## config.mk

```make
export PLATFORM = sky130hd
export DESIGN_NAME = usbsc_regs
export DESIGN_NICKNAME = d
export VERILOG_FILES = /design/src/verilog/usbsc_regs.v
export VERILOG_INCLUDE_DIRS = /design/src /design/src/include
export SDC_FILE = /design/constraint.sdc
export NUM_CORES = 1
export LEC_CHECK = 0
export BUFFER_PORTS_ARGS = -buffer_cell sky130_fd_sc_hd__buf_2
export CORE_MARGIN = 8
export CORE_UTILIZATION = 48
export CTS_CLUSTER_SIZE = 20
export DETAILED_ROUTE_END_ITERATION = 12
export MAX_ROUTING_LAYER = met4
export PLACE_DENSITY = 0.84
export SYNTH_ARGS = -nofsm -noshare
export SYNTH_HDL_FRONTEND = slang
export SYNTH_SLANG_ARGS = --single-unit
```

## constraint.sdc

```tcl
create_clock -name clk -period 2.06 [get_ports clk]
set_clock_uncertainty 0.1 [all_clocks]
set_input_delay 0.206 -clock clk [delete_from_list [all_inputs] [get_ports clk]]
set_output_delay 0.206 -clock clk [all_outputs]
set_load 0.02 [all_outputs]
```

## src/include/usbsc_consts.vh

```
// constants for the usb status/control register block
`ifndef USBSC_CONSTS_VH
`define USBSC_CONSTS_VH
// register byte offsets (word aligned)
`define USBSC_OFF_ERR_EN      8'h00
`define USBSC_OFF_IRQ_EN      8'h04
`define USBSC_OFF_IRQ_STAT    8'h08
`define USBSC_OFF_STATUS      8'h0c
`define USBSC_OFF_CONTROL     8'h10
`define USBSC_OFF_ADDR        8'h14
`define USBSC_OFF_ERR_FLAG    8'h18
// field positions
`define USBSC_PID_ERR_BIT     0
`define USBSC_ERR_GATE_BIT    1
`define USBSC_TRN_DONE_BIT    3
`define USBSC_CON_J           7
`define USBSC_CON_SE0         6
`define USBSC_CON_HALT        5
`define USBSC_CON_RST         4
`define USBSC_CON_HOST        3
`define USBSC_CON_RESUME      2
`define USBSC_CON_PPCLR       1
`define USBSC_CON_ON          0
// timing
`define USBSC_CLK_HZ          20000000
`define USBSC_FRAME_US        1000
`define USBSC_FRAME_CYC       20000
`define USBSC_LS_EOP_CYC      40
// fifo depth
`define USBSC_FIFO_DEPTH      4
`endif

```

## src/verilog/usbsc_regs.v

```verilog
// usb status, control and address register block
`timescale 1ns/1ps
`default_nettype none
`include "usbsc_consts.vh"
// Operation
// pid failure enabled only by bit zero
// error reaches module flag only when gated
// status 7:4 report last endpoint number
// status bit3 one for transmit
// status bit2 one for odd bank
// unimplemented bits read zero
// status shows fifo head while done
// clearing done flag pops status fifo
// control bit7 live j state
// control bit6 live single ended zero
// device halt bit set on setup
// host bit5 shows token executing
// software checks busy before token write
// bit4 drives bus reset signalling
// host enable toggle resets host logic
// software times resume 10/25 ms
// resume drive, host appends eop
// bit1 forces pointers to even bank
// device bit0 enables module
// host bit0 sends frame start each ms
// address bit7 selects low speed next
// address bits 6:0 hold bus address
// full fifo stalls transaction completion

// register map, byte offsets on the plain register port:
//   0x00 error enable, bit0 passes the pid failure on
//   0x04 module interrupt enable, bit1 gates all error sources
//   0x08 module interrupt status, bit3 transfer done, write one pops
//   0x0c transaction status, endpoint 7:4, direction 3, bank 2
//   0x10 bus control, line levels 7:6 read only, 5:0 writable
//   0x14 function address, bit7 low speed, 6:0 bus address
//   0x18 error flags, bit0 pid failure, write one clears
// every bit not listed reads zero, writes to it are dropped

// port groups:
//   register port: addr, wdata, wr, rd in; rdata out one cycle later
//   line levels: j_line_pin, se0_pin, asynchronous, synchronised here
//   transaction side: trn_done with its status fields, trn_ready back
//   engine events: setup_rx, pid_check_fail, token_active
//   control outputs: levels that follow the control register bits
//   host timing: sof_pulse per frame, ls_eop_out after resume ends

// limitations:
//   the fifo entries hold no reset; they are only read while the
//   done flag shows at least one entry, so stale words never leak
//   the frame length is a parameter in clock cycles, so a slower
//   clock needs a matching FRAME_CYC or frames drift from 1 ms
//   the line levels lag the pins by two to three cycles; software
//   polling them sees no difference at register speed
module usbsc_regs #(
  parameter FRAME_CYC = `USBSC_FRAME_CYC
) (
  input  wire        clk,
  input  wire        rst,
  input  wire [7:0]  addr,
  input  wire [31:0] wdata,
  input  wire        wr,
  input  wire        rd,
  output reg  [31:0] rdata,
  input  wire        j_line_pin,
  input  wire        se0_pin,
  input  wire        trn_done,
  input  wire [3:0]  trn_endpoint,
  input  wire        trn_tx,
  input  wire        trn_odd,
  output wire        trn_ready,
  input  wire        setup_rx,
  input  wire        pid_check_fail,
  input  wire        token_active,
  output wire        module_irq_flag,
  output reg         sof_pulse,
  output wire        bus_reset_out,
  output wire        resume_out,
  output reg         ls_eop_out,
  output wire        host_logic_rst,
  output wire        pingpong_clear,
  output wire        module_enable,
  output wire        packet_halt_out,
  output wire        low_speed_next,
  output wire [6:0]  function_addr
);
  localparam DEPTH = `USBSC_FIFO_DEPTH;
  localparam integer FRAME_LAST = FRAME_CYC - 1;
  localparam integer EOP_LAST   = `USBSC_LS_EOP_CYC - 1;
  // counters compare against the last count, cut to counter width
  localparam [15:0] FRAME_MAX = FRAME_LAST[15:0];
  localparam [7:0]  EOP_MAX   = EOP_LAST[7:0];

  reg        pid_err_en_reg, err_gate_reg, pid_flag_reg, done_reg;
  reg [5:0]  fifo_mem [0:DEPTH-1];
  reg [1:0]  rptr_reg, wptr_reg;
  reg [2:0]  count_reg;
  reg        halt_reg, rst_drv_reg, host_reg, resume_reg, ppclr_reg, on_reg;
  reg [7:0]  addr_reg;
  reg        host_prev_reg;
  reg [15:0] frame_cnt_reg;
  reg [7:0]  eop_cnt_reg;

  function sel;
    input [7:0] a;
    input [7:0] off;
    begin
      sel = (a == off);
    end
  endfunction

  wire wr_err_en = wr && sel(addr, `USBSC_OFF_ERR_EN);
  wire wr_irq_en = wr && sel(addr, `USBSC_OFF_IRQ_EN);
  wire wr_irq_st = wr && sel(addr, `USBSC_OFF_IRQ_STAT);
  wire wr_con    = wr && sel(addr, `USBSC_OFF_CONTROL);
  wire wr_addr   = wr && sel(addr, `USBSC_OFF_ADDR);
  wire wr_eflag  = wr && sel(addr, `USBSC_OFF_ERR_FLAG);
  // write one to clear the done flag advances the fifo
  wire pop  = wr_irq_st && wdata[`USBSC_TRN_DONE_BIT] && (count_reg != 3'h0);
  wire full = (count_reg == DEPTH[2:0]);
  assign trn_ready = !full || pop;
  wire push = trn_done && trn_ready;

  // two-flop synchronisers for the bus line levels; the first stage can
  // go metastable, so nothing but the second stage reads it
  wire [1:0] line_pin = {j_line_pin, se0_pin};
  wire [1:0] line_sync;
  genvar gi;
  generate
    for (gi = 0; gi < 2; gi = gi + 1)
    begin : g_line_sync
      reg s1_reg;
      reg s2_reg;
      always @(posedge clk or posedge rst)
      begin
        if (rst)
        begin
          s1_reg <= 1'b0;
          s2_reg <= 1'b0;
        end
        else
        begin
          s1_reg <= line_pin[gi];
          s2_reg <= s1_reg;
        end
      end
      assign line_sync[gi] = s2_reg;
    end
  endgenerate
  wire j_sync   = line_sync[1];
  wire se0_sync = line_sync[0];

  // status fifo; entry = endpoint, direction, bank
  always @(posedge clk)
  begin
    if (push)
      fifo_mem[wptr_reg] <= {trn_endpoint, trn_tx, trn_odd};
  end

  always @(posedge clk or posedge rst)
  begin
    if (rst)
    begin
      rptr_reg  <= 2'h0;
      wptr_reg  <= 2'h0;
      count_reg <= 3'h0;
    end
    else
    begin
      if (push)
        wptr_reg <= wptr_reg + 2'h1;
      if (pop)
        rptr_reg <= rptr_reg + 2'h1;
      if (push && !pop)
        count_reg <= count_reg + 3'h1;
      else if (pop && !push)
        count_reg <= count_reg - 3'h1;
    end
  end

  // done flag is simply "fifo not empty", so a push during a pop survives
  always @*
    done_reg = (count_reg != 3'h0);

  // error flag and enables; set wins over write-one-clear
  always @(posedge clk or posedge rst)
  begin
    if (rst)
    begin
      pid_err_en_reg <= 1'b0;
      err_gate_reg   <= 1'b0;
      pid_flag_reg   <= 1'b0;
    end
    else
    begin
      if (wr_err_en)
        pid_err_en_reg <= wdata[`USBSC_PID_ERR_BIT];
      if (wr_irq_en)
        err_gate_reg <= wdata[`USBSC_ERR_GATE_BIT];
      if (pid_check_fail)
        pid_flag_reg <= 1'b1;
      else if (wr_eflag && wdata[`USBSC_PID_ERR_BIT])
        pid_flag_reg <= 1'b0;
    end
  end

  assign module_irq_flag = pid_flag_reg && pid_err_en_reg
                           && err_gate_reg;

  // control and address registers
  always @(posedge clk or posedge rst)
  begin
    if (rst)
    begin
      halt_reg    <= 1'b0;
      rst_drv_reg <= 1'b0;
      host_reg    <= 1'b0;
      resume_reg  <= 1'b0;
      ppclr_reg   <= 1'b0;
      on_reg      <= 1'b0;
      addr_reg    <= 8'h00;
    end
    else
    begin
      if (wr_con)
      begin
        rst_drv_reg <= wdata[`USBSC_CON_RST];
        host_reg    <= wdata[`USBSC_CON_HOST];
        resume_reg  <= wdata[`USBSC_CON_RESUME];
        ppclr_reg   <= wdata[`USBSC_CON_PPCLR];
        on_reg      <= wdata[`USBSC_CON_ON];
      end
      // setup reception sets halt over a software write
      if (!host_reg && setup_rx)
        halt_reg <= 1'b1;
      else if (wr_con)
        halt_reg <= wdata[`USBSC_CON_HALT];
      if (wr_addr)
        addr_reg <= wdata[7:0];
    end
  end

  assign bus_reset_out   = rst_drv_reg;
  assign resume_out      = resume_reg;
  assign pingpong_clear  = ppclr_reg;
  assign module_enable   = !host_reg && on_reg;
  assign packet_halt_out = !host_reg && halt_reg;
  assign low_speed_next  = addr_reg[7];
  assign function_addr   = addr_reg[6:0];
  // one-cycle pulse on any change of host enable
  assign host_logic_rst  = host_reg ^ host_prev_reg;

  // host mode frame timer; a toggle of host enable restarts it, so the
  // first frame after a mode change is always a full one
  always @(posedge clk or posedge rst)
  begin
    if (rst)
    begin
      host_prev_reg <= 1'b0;
      frame_cnt_reg <= 16'h0000;
      sof_pulse     <= 1'b0;
    end
    else
    begin
      host_prev_reg <= host_reg;
      sof_pulse     <= 1'b0;
      if (host_logic_rst || !(host_reg && on_reg))
        frame_cnt_reg <= 16'h0000;
      else if (frame_cnt_reg == FRAME_MAX)
      begin
        frame_cnt_reg <= 16'h0000;
        sof_pulse     <= 1'b1;
      end
      else
        frame_cnt_reg <= frame_cnt_reg + 16'h0001;
    end
  end

  // end of resume in host mode, seen on the clearing write itself so
  // the eop follows with no extra cycle of plain resume
  wire resume_end = host_reg && wr_con && resume_reg
                    && !wdata[`USBSC_CON_RESUME];

  // low-speed eop stretch; a host toggle cuts it short
  always @(posedge clk or posedge rst)
  begin
    if (rst)
    begin
      eop_cnt_reg <= 8'h00;
      ls_eop_out  <= 1'b0;
    end
    else
    begin
      if (host_logic_rst)
      begin
        ls_eop_out  <= 1'b0;
        eop_cnt_reg <= 8'h00;
      end
      else if (resume_end)
      begin
        ls_eop_out  <= 1'b1;
        eop_cnt_reg <= 8'h00;
      end
      else if (ls_eop_out)
      begin
        if (eop_cnt_reg == EOP_MAX)
          ls_eop_out <= 1'b0;
        eop_cnt_reg <= eop_cnt_reg + 8'h01;
      end
    end
  end

  // read mux; the word is built here and registered below, so the
  // read data never glitches with the strobe
  wire [5:0] head = fifo_mem[rptr_reg];
  reg  [31:0] rdata_next;
  always @*
  begin
    rdata_next = 32'h00000000;
    if (rd)
    begin
      case (addr)
        `USBSC_OFF_ERR_EN:   rdata_next[0] = pid_err_en_reg;
        `USBSC_OFF_IRQ_EN:   rdata_next[1] = err_gate_reg;
        `USBSC_OFF_IRQ_STAT: rdata_next[3] = done_reg;
        `USBSC_OFF_STATUS:
          if (done_reg)
            rdata_next[7:2] = head;
        `USBSC_OFF_CONTROL:
          rdata_next[7:0] = {j_sync, se0_sync,
                             host_reg ? token_active : halt_reg,
                             rst_drv_reg, host_reg, resume_reg,
                             ppclr_reg, on_reg};
        `USBSC_OFF_ADDR:     rdata_next[7:0] = addr_reg;
        `USBSC_OFF_ERR_FLAG: rdata_next[0] = pid_flag_reg;
        default:             rdata_next = 32'h00000000;
      endcase
    end
  end

  // registered read data, zero in every cycle without a read
  always @(posedge clk or posedge rst)
  begin
    if (rst)
      rdata <= 32'h00000000;
    else
      rdata <= rdata_next;
  end
endmodule // usbsc_regs
`default_nettype wire
```

==> results of run 1 <==
[per-layer routing]
layer	routed length, um	vias to the layer above	GRT usage
met1	3510	1374	0.177
met2	4540	78	0.263
li1	-	1350	-
met4	119	0	0.0577
met3	492	17	0.0426
met5	0	-	-
[cell type report]
| cell class | count | area (um2) | area share |
|---|---|---|---|
| Sequential cell | 87 | 2300 | 0.455 |
| Multi-Input combinational cell | 230 | 1720 | 0.340 |
| Inverter | 13 | 48.8 | 0.00967 |
| Timing Repair Buffer | 99 | 656 | 0.130 |
| Clock inverter | 7 | 71.3 | 0.0141 |
| Clock buffer | 9 | 124 | 0.0245 |
| Tap cell | 108 | 135 | 0.0268 |
[worst max path at each step]
stage | start | slack [ns] | end
after global placement | count_reg[2] | -0.14 | count_reg[2]
after CTS | count_reg[1] | -0.11 | count_reg[2]
after detailed placement | count_reg[2] | -0.18 | count_reg[2]
after floorplan | count_reg[1] | -0.15 | count_reg[2]
final | count_reg[1] | -0.08 | count_reg[2]
after global routing | count_reg[1] | -0.20 | count_reg[2]
[metrics by stage]
stage	worst slack (ns)	cells	area [um2]	utilization
final	-0.0829	553	5050	0.590
after detailed placement	-0.180	518	4620	0.541
after global placement	-0.136	518	4620	0.541
after floorplan	-0.150	363	4240	-
after global routing	-0.197	553	5050	0.590
after CTS	-0.110	553	5020	0.587
[power groups by stage]
stage / Combinational (mW) / Sequential (mW) / Clock, mW
2_1_floorplan: 0.520 / 2.16 / 0
3_3_place_gp: 0.744 / 2.15 / 0
3_5_place_dp: 0.786 / 2.17 / 0
4_1_cts: 0.836 / 2.13 / 1.21
5_1_grt: 0.952 / 2.16 / 1.30
6_report: 0.861 / 2.14 / 1.20
[kinds of logic (layout without fill, tap and decap cells)]
logic type / Yosys count / after routing / synth area share
AND/OR/NAND/NOR: 117 / 117 / 0.158
flip-flops: 87 / 87 / 0.554
buffers and inverters: 46 / 128 / 0.0649
multiplexers: 31 / 31 / 0.0981
XOR/XNOR: 27 / 27 / 0.0571
AO/OA/AOI/OAI: 23 / 23 / 0.0411
adder cells (fa/ha/maj): 8 / 8 / 0.0260
other: 1 / 24 / 0.000905
[placed cells by master, fill, tap and decap left out, drive strengths merged, types with 2 or more instances in the layout]
master / synthesis / layout
nand4: 14 / 14
edfxtp: 24 / 24
nand2: 12 / 12
nor3: 6 / 6
dlygate4sd3: 0 / 17
nor4: 4 / 4
xnor2: 13 / 13
xor2: 14 / 14
dfrtp: 63 / 63
mux4: 6 / 6
conb: 1 / 24
ha: 7 / 7
a21oi: 3 / 3
o21ai: 7 / 7
or3: 2 / 2
o22a: 4 / 4
inv: 13 / 15
nand3: 13 / 13
nor2: 35 / 35
and4: 4 / 4
and2: 9 / 9
mux2i: 8 / 8
clkbuf: 4 / 9
and3: 7 / 7
clkinv: 0 / 4
mux2: 17 / 17
buf: 29 / 82
nor2b: 5 / 5
nor3b: 3 / 3
[what timing repair did]
action                     CTS  global route
gates resized for setup      4             5
hold buffers                17             0
hold endpoints to repair    97             0
setup endpoints to repair    2             3
pin swaps                    5             4
buffers inserted             2             0
==> results.cfg, run 1 <==
[run_status]
status = finished with violations
violations = setup timing

[grt]
grt_pass1_vias = 2948
grt_pass1_wl_um = 14100
antenna_found_initial = 0
grt_max_degree = 64
grt_overflow = 0
track_usage = 0.157

[cts]
clock_insertion_delay_worst_skew_ns = 0.36
clockRootBuffer = clkbuf_8
cts.path.max_buffers = 2
cts_buffers = 9
cts.sinks = 87
path_clk_slew_ns = 0.09
cts-htree-levels = 3
cts_tree = built

[drt]
first_iter_violations = 207
finalWirelength_um = 8670
antenna_left = 0
drc = 0
drtPass1Iterations = 6
routed_via_density = 5.10
dr_total_vias = 2819
routedWlPerCell_um = 15.7

[yosys]
synth.top_cells.by_count = dfrtp_1 (63), nor2_1 (35), buf_4 (25)
synth-edff-count = 24
ys_top_cells_by_area = dfrtp_1 (38%), edfxtp_1 (17%), buf_4 (4.5%), mux2_2 (4.3%), mux4_2 (3.3%)
synth_seq_cells = 87
ys_seq_area_frac = 0.554
synthFlopType = dfrtp_1
yosysUniqueCellTypes = 47
syn_inst = 340
ys_warn_count = 0
synth_top_cell_area_share = 0.380
synth.most_common_cell = dfrtp_1
yosysTopAreaCell = dfrtp_1
synth_area_mm2 = 0.00414
postSynthAreaPerCell_um2 = 12.2
synthArstFlopShare = 0.724

[placed_design]
gp_congestion = 0.834
io_buffer_count = 57
hpwlAfterDp_um = 6360

[floorplan]
die_area_mm2 = 0.0119
io_pins = 106
die_w_um = 109
start_util = 0.485
rows = 34
core-area_mm2 = 0.00855
die_h_um = 109

[power]
vdd_drop_max_mv = 0.591
p_sw_frac = 0.290
power.internal_mw = 2.98
seq_power_share = 0.510
clockPowerShare = 0.285
leakage_nw = 2.29
p_sw_mw = 1.22
powerDensity_mw_per_mm2 = 831
power_frac_comb = 0.205
total_power_mw = 4.19

[timing]
timing.final.crit_share = 1.04
fin_tns_setup_ns = -0.154
setup-violations-final = 2
max_freq_ghz = 0.467
slew_viol_final = 0
final.min_clock_period_ns = 2.14
hold_ws_ns = 0.0187
fin_ws_ns = -0.0829
grt_setup_unrepaired = true
finalHoldViolCount = 0

[worst_setup_path]
crit_cells = 9
r2r-start = count_reg[1]
reg2reg_depth = 9
cp_common_cell = xor2_1
slowest_delay_ns = 0.39
cpMaxStageDelayCell = dfrtp_1
r2r_slack_ns = -0.08
path_class = flip-flop to flip-flop
critPathLaunchType = flip-flop
required_ns = 2.25
crit_chain = or3_4 -> and3_4 -> nand3_4 -> ha_4 -> inv_2 -> fa_2 -> xor2_1 -> nor2_1 -> xor2_1
cpLargestDelayFamily = simple AND/OR/NAND/NOR gates
rr_endpoint = count_reg[2]
cp.buffers_inverters = 1
crit_arrival_ns = 2.33
critPathMaxFanout = 2
end_kind = flip-flop

[layout]
largest_reg_flops = 24
num_antenna_cells = 0
syn2layout_area_growth_pct = 21.8
drive_gt1_frac = 0.306
fin_nets = 504
fillers = 698

[job]
maxCapViolCount = 0

[min_path]
worstHoldStart = wdata[2]
holdCritPathClass = primary input to flip-flop
worstHoldEndpoint = addr_reg[2]
whs_path_depth = 2
(Power assumes the default switching activity.)
==> run 2, diff against run 1 <==
- TNS_END_PERCENT: default -> 10
==> run 2 against run 1 <==
  * The flow still finishes with violations (setup timing)
  * Power fell by 0.35%
  * Clock-buffer cell count did not move
  * Register-to-register slack barely moved
  * Setup slack got worse by 0.0053 ns
  * Final area barely moved
  * Die area did not move
  * Sequential share of layout area barely moved
  * Critical path depth did not move
  * Highest routed layer unchanged
==> results.cfg, run 2 (synthesized netlist as in run 1, its figures left out) <==
[floorplan]
start_util = 0.485
die_w_um = 109
core-area_mm2 = 0.00855
die_h_um = 109
die_area_mm2 = 0.0119
rows = 34
io_pins = 106

[worst_setup_path]
end_kind = flip-flop
critPathMaxFanout = 2
cpMaxStageDelayCell = dfrtp_1
path_class = flip-flop to flip-flop
crit_chain = or3_4 -> and3_4 -> nand3_4 -> ha_4 -> inv_2 -> fa_2 -> xor2_1 -> nor2_1 -> xor2_1
critPathLaunchType = flip-flop
required_ns = 2.25
crit_arrival_ns = 2.34
slowest_delay_ns = 0.39
cp_common_cell = xor2_1

[timing]
tightest_slew_ns = 0.502
setup-violations-final = 2
finalHoldViolCount = 0
final.min_clock_period_ns = 2.15
slew_headroom = 0.664
slew_viol_final = 0
timing.final.crit_share = 1.04
grt_setup_unrepaired = true
fin_ws_ns = -0.0882
max_freq_ghz = 0.465

[grt]
track_usage = 0.157
antenna_found_initial = 0
grt_pass1_wl_um = 14100
grt_pass1_vias = 2948
grt_max_degree = 64
grt_overflow = 0

[placed_design]
hpwlAfterDp_um = 6360
placed_cell_area_mm2 = 0.00462
io_buffer_count = 57
gp_congestion = 0.834
preCtsSetupSlack_ns = -0.180

[cts]
cts_buffers = 9
cts.path.max_buffers = 2
cts.sinks = 87
clockRootBuffer = clkbuf_8
cts-htree-levels = 3
clock_insertion_delay_worst_skew_ns = 0.36
path_clk_slew_ns = 0.09
cts_tree = built

[layout]
largest_reg_flops = 24
fin_nets = 504
drive_gt1_frac = 0.306
layout.cells.most_common = dfrtp_1
layout_common_cells = dfrtp_1 (63), buf_2 (57), nor2_1 (35)
num_antenna_cells = 0
finish.utilization = 0.590
fin_area_mm2 = 0.00504
syn2layout_area_growth_pct = 21.7

[drt]
antenna_left = 0
drc = 0
routed_via_density = 5.07
routedWlPerCell_um = 15.6
first_iter_violations = 237
dr_total_vias = 2804
drtPass1Iterations = 4
finalWirelength_um = 8640

[min_path]
holdCritPathClass = primary input to flip-flop

[job]
maxCapViolCount = 0

[run_status]
violations = setup timing
status = finished with violations

[power]
leakage_nw = 2.28
vdd_drop_max_mv = 0.593
powerDensity_mw_per_mm2 = 828
==> run 2: changes by cell type in the layout (fill, tap and decap cells not counted) <==
| cell | change |
|---|---|
| mux2_4 | -1 |
| mux2_2 | +1 |
==> run 2: metal layers <==
metal	vias up	GRT usage	wire, um
met4	0	0.0577	130
li1	1350	-	-
met2	76	0.263	4540
met1	1362	0.177	3440
met5	-	-	0
met3	16	0.0426	527
==> run 2: per-stage QoR <==
step | instances | hold slack [ns] | setup TNS, ns | power, mW
after detailed placement | 518 | 0.202 | -0.315 | 2.95
after global placement | 518 | 0.197 | -0.233 | 2.89
final | 553 | 0.0133 | -0.152 | 4.18
after CTS | 553 | 0.00787 | -0.189 | 4.18
after floorplan | 363 | 0.137 | -0.270 | 2.68
after global routing | 553 | 0.0112 | -0.307 | 4.39
==> run 2: critical path: cells and delay by family, from the launching register on <==
kind          cells  cell delay, ns
xor+xnor          2            0.29
buf+inv           1            0.03
fa+ha+maj         2            0.46
simple gates      4            0.80
flops             1            0.39
==> run 2: power breakdown <==
group          internal [mW]  switching, mW
Sequential              2.00          0.135
Combinational          0.398          0.446
Clock                  0.565          0.634
==> run 2: cell type report <==
cell class              instances  area [um2]
clock buffers                   9         124
flip-flops and latches         87        2300
repair buffers                 99         656
inverters                      13        48.8
clock inverters                 7        71.3
multi-input cells             230        1710
well taps                     108         135
fillers                       699        3510
==> run 2: path summary, 6_finish.rpt <==
path                                        from  slack, ns  depth (start not counted)               endpoint
setup / recovery                    count_reg[1]      -0.09                          9           count_reg[2]
hold / removal                          wdata[2]       0.01                          2            addr_reg[2]
setup reg to reg                    count_reg[1]      -0.09                          9           count_reg[2]
hold reg to reg            g_line_sync[1].s1_reg       0.25                          0  g_line_sync[1].s2_reg
max in group asynchronous                    rst       1.24                          4               rdata[6]
min in group asynchronous                    rst       0.34                          4               halt_reg
==> run 2: timing repair <==
| action | in CTS | in global routing |
|---|---|---|
| buffers inserted | 2 | 0 |
| endpoints found under the hold margin | 97 | 0 |
| resized for setup | 4 | 4 |
| pin swaps | 5 | 4 |
| endpoints found under the setup margin | 2 | 3 |
| hold buffers | 17 | 0 |
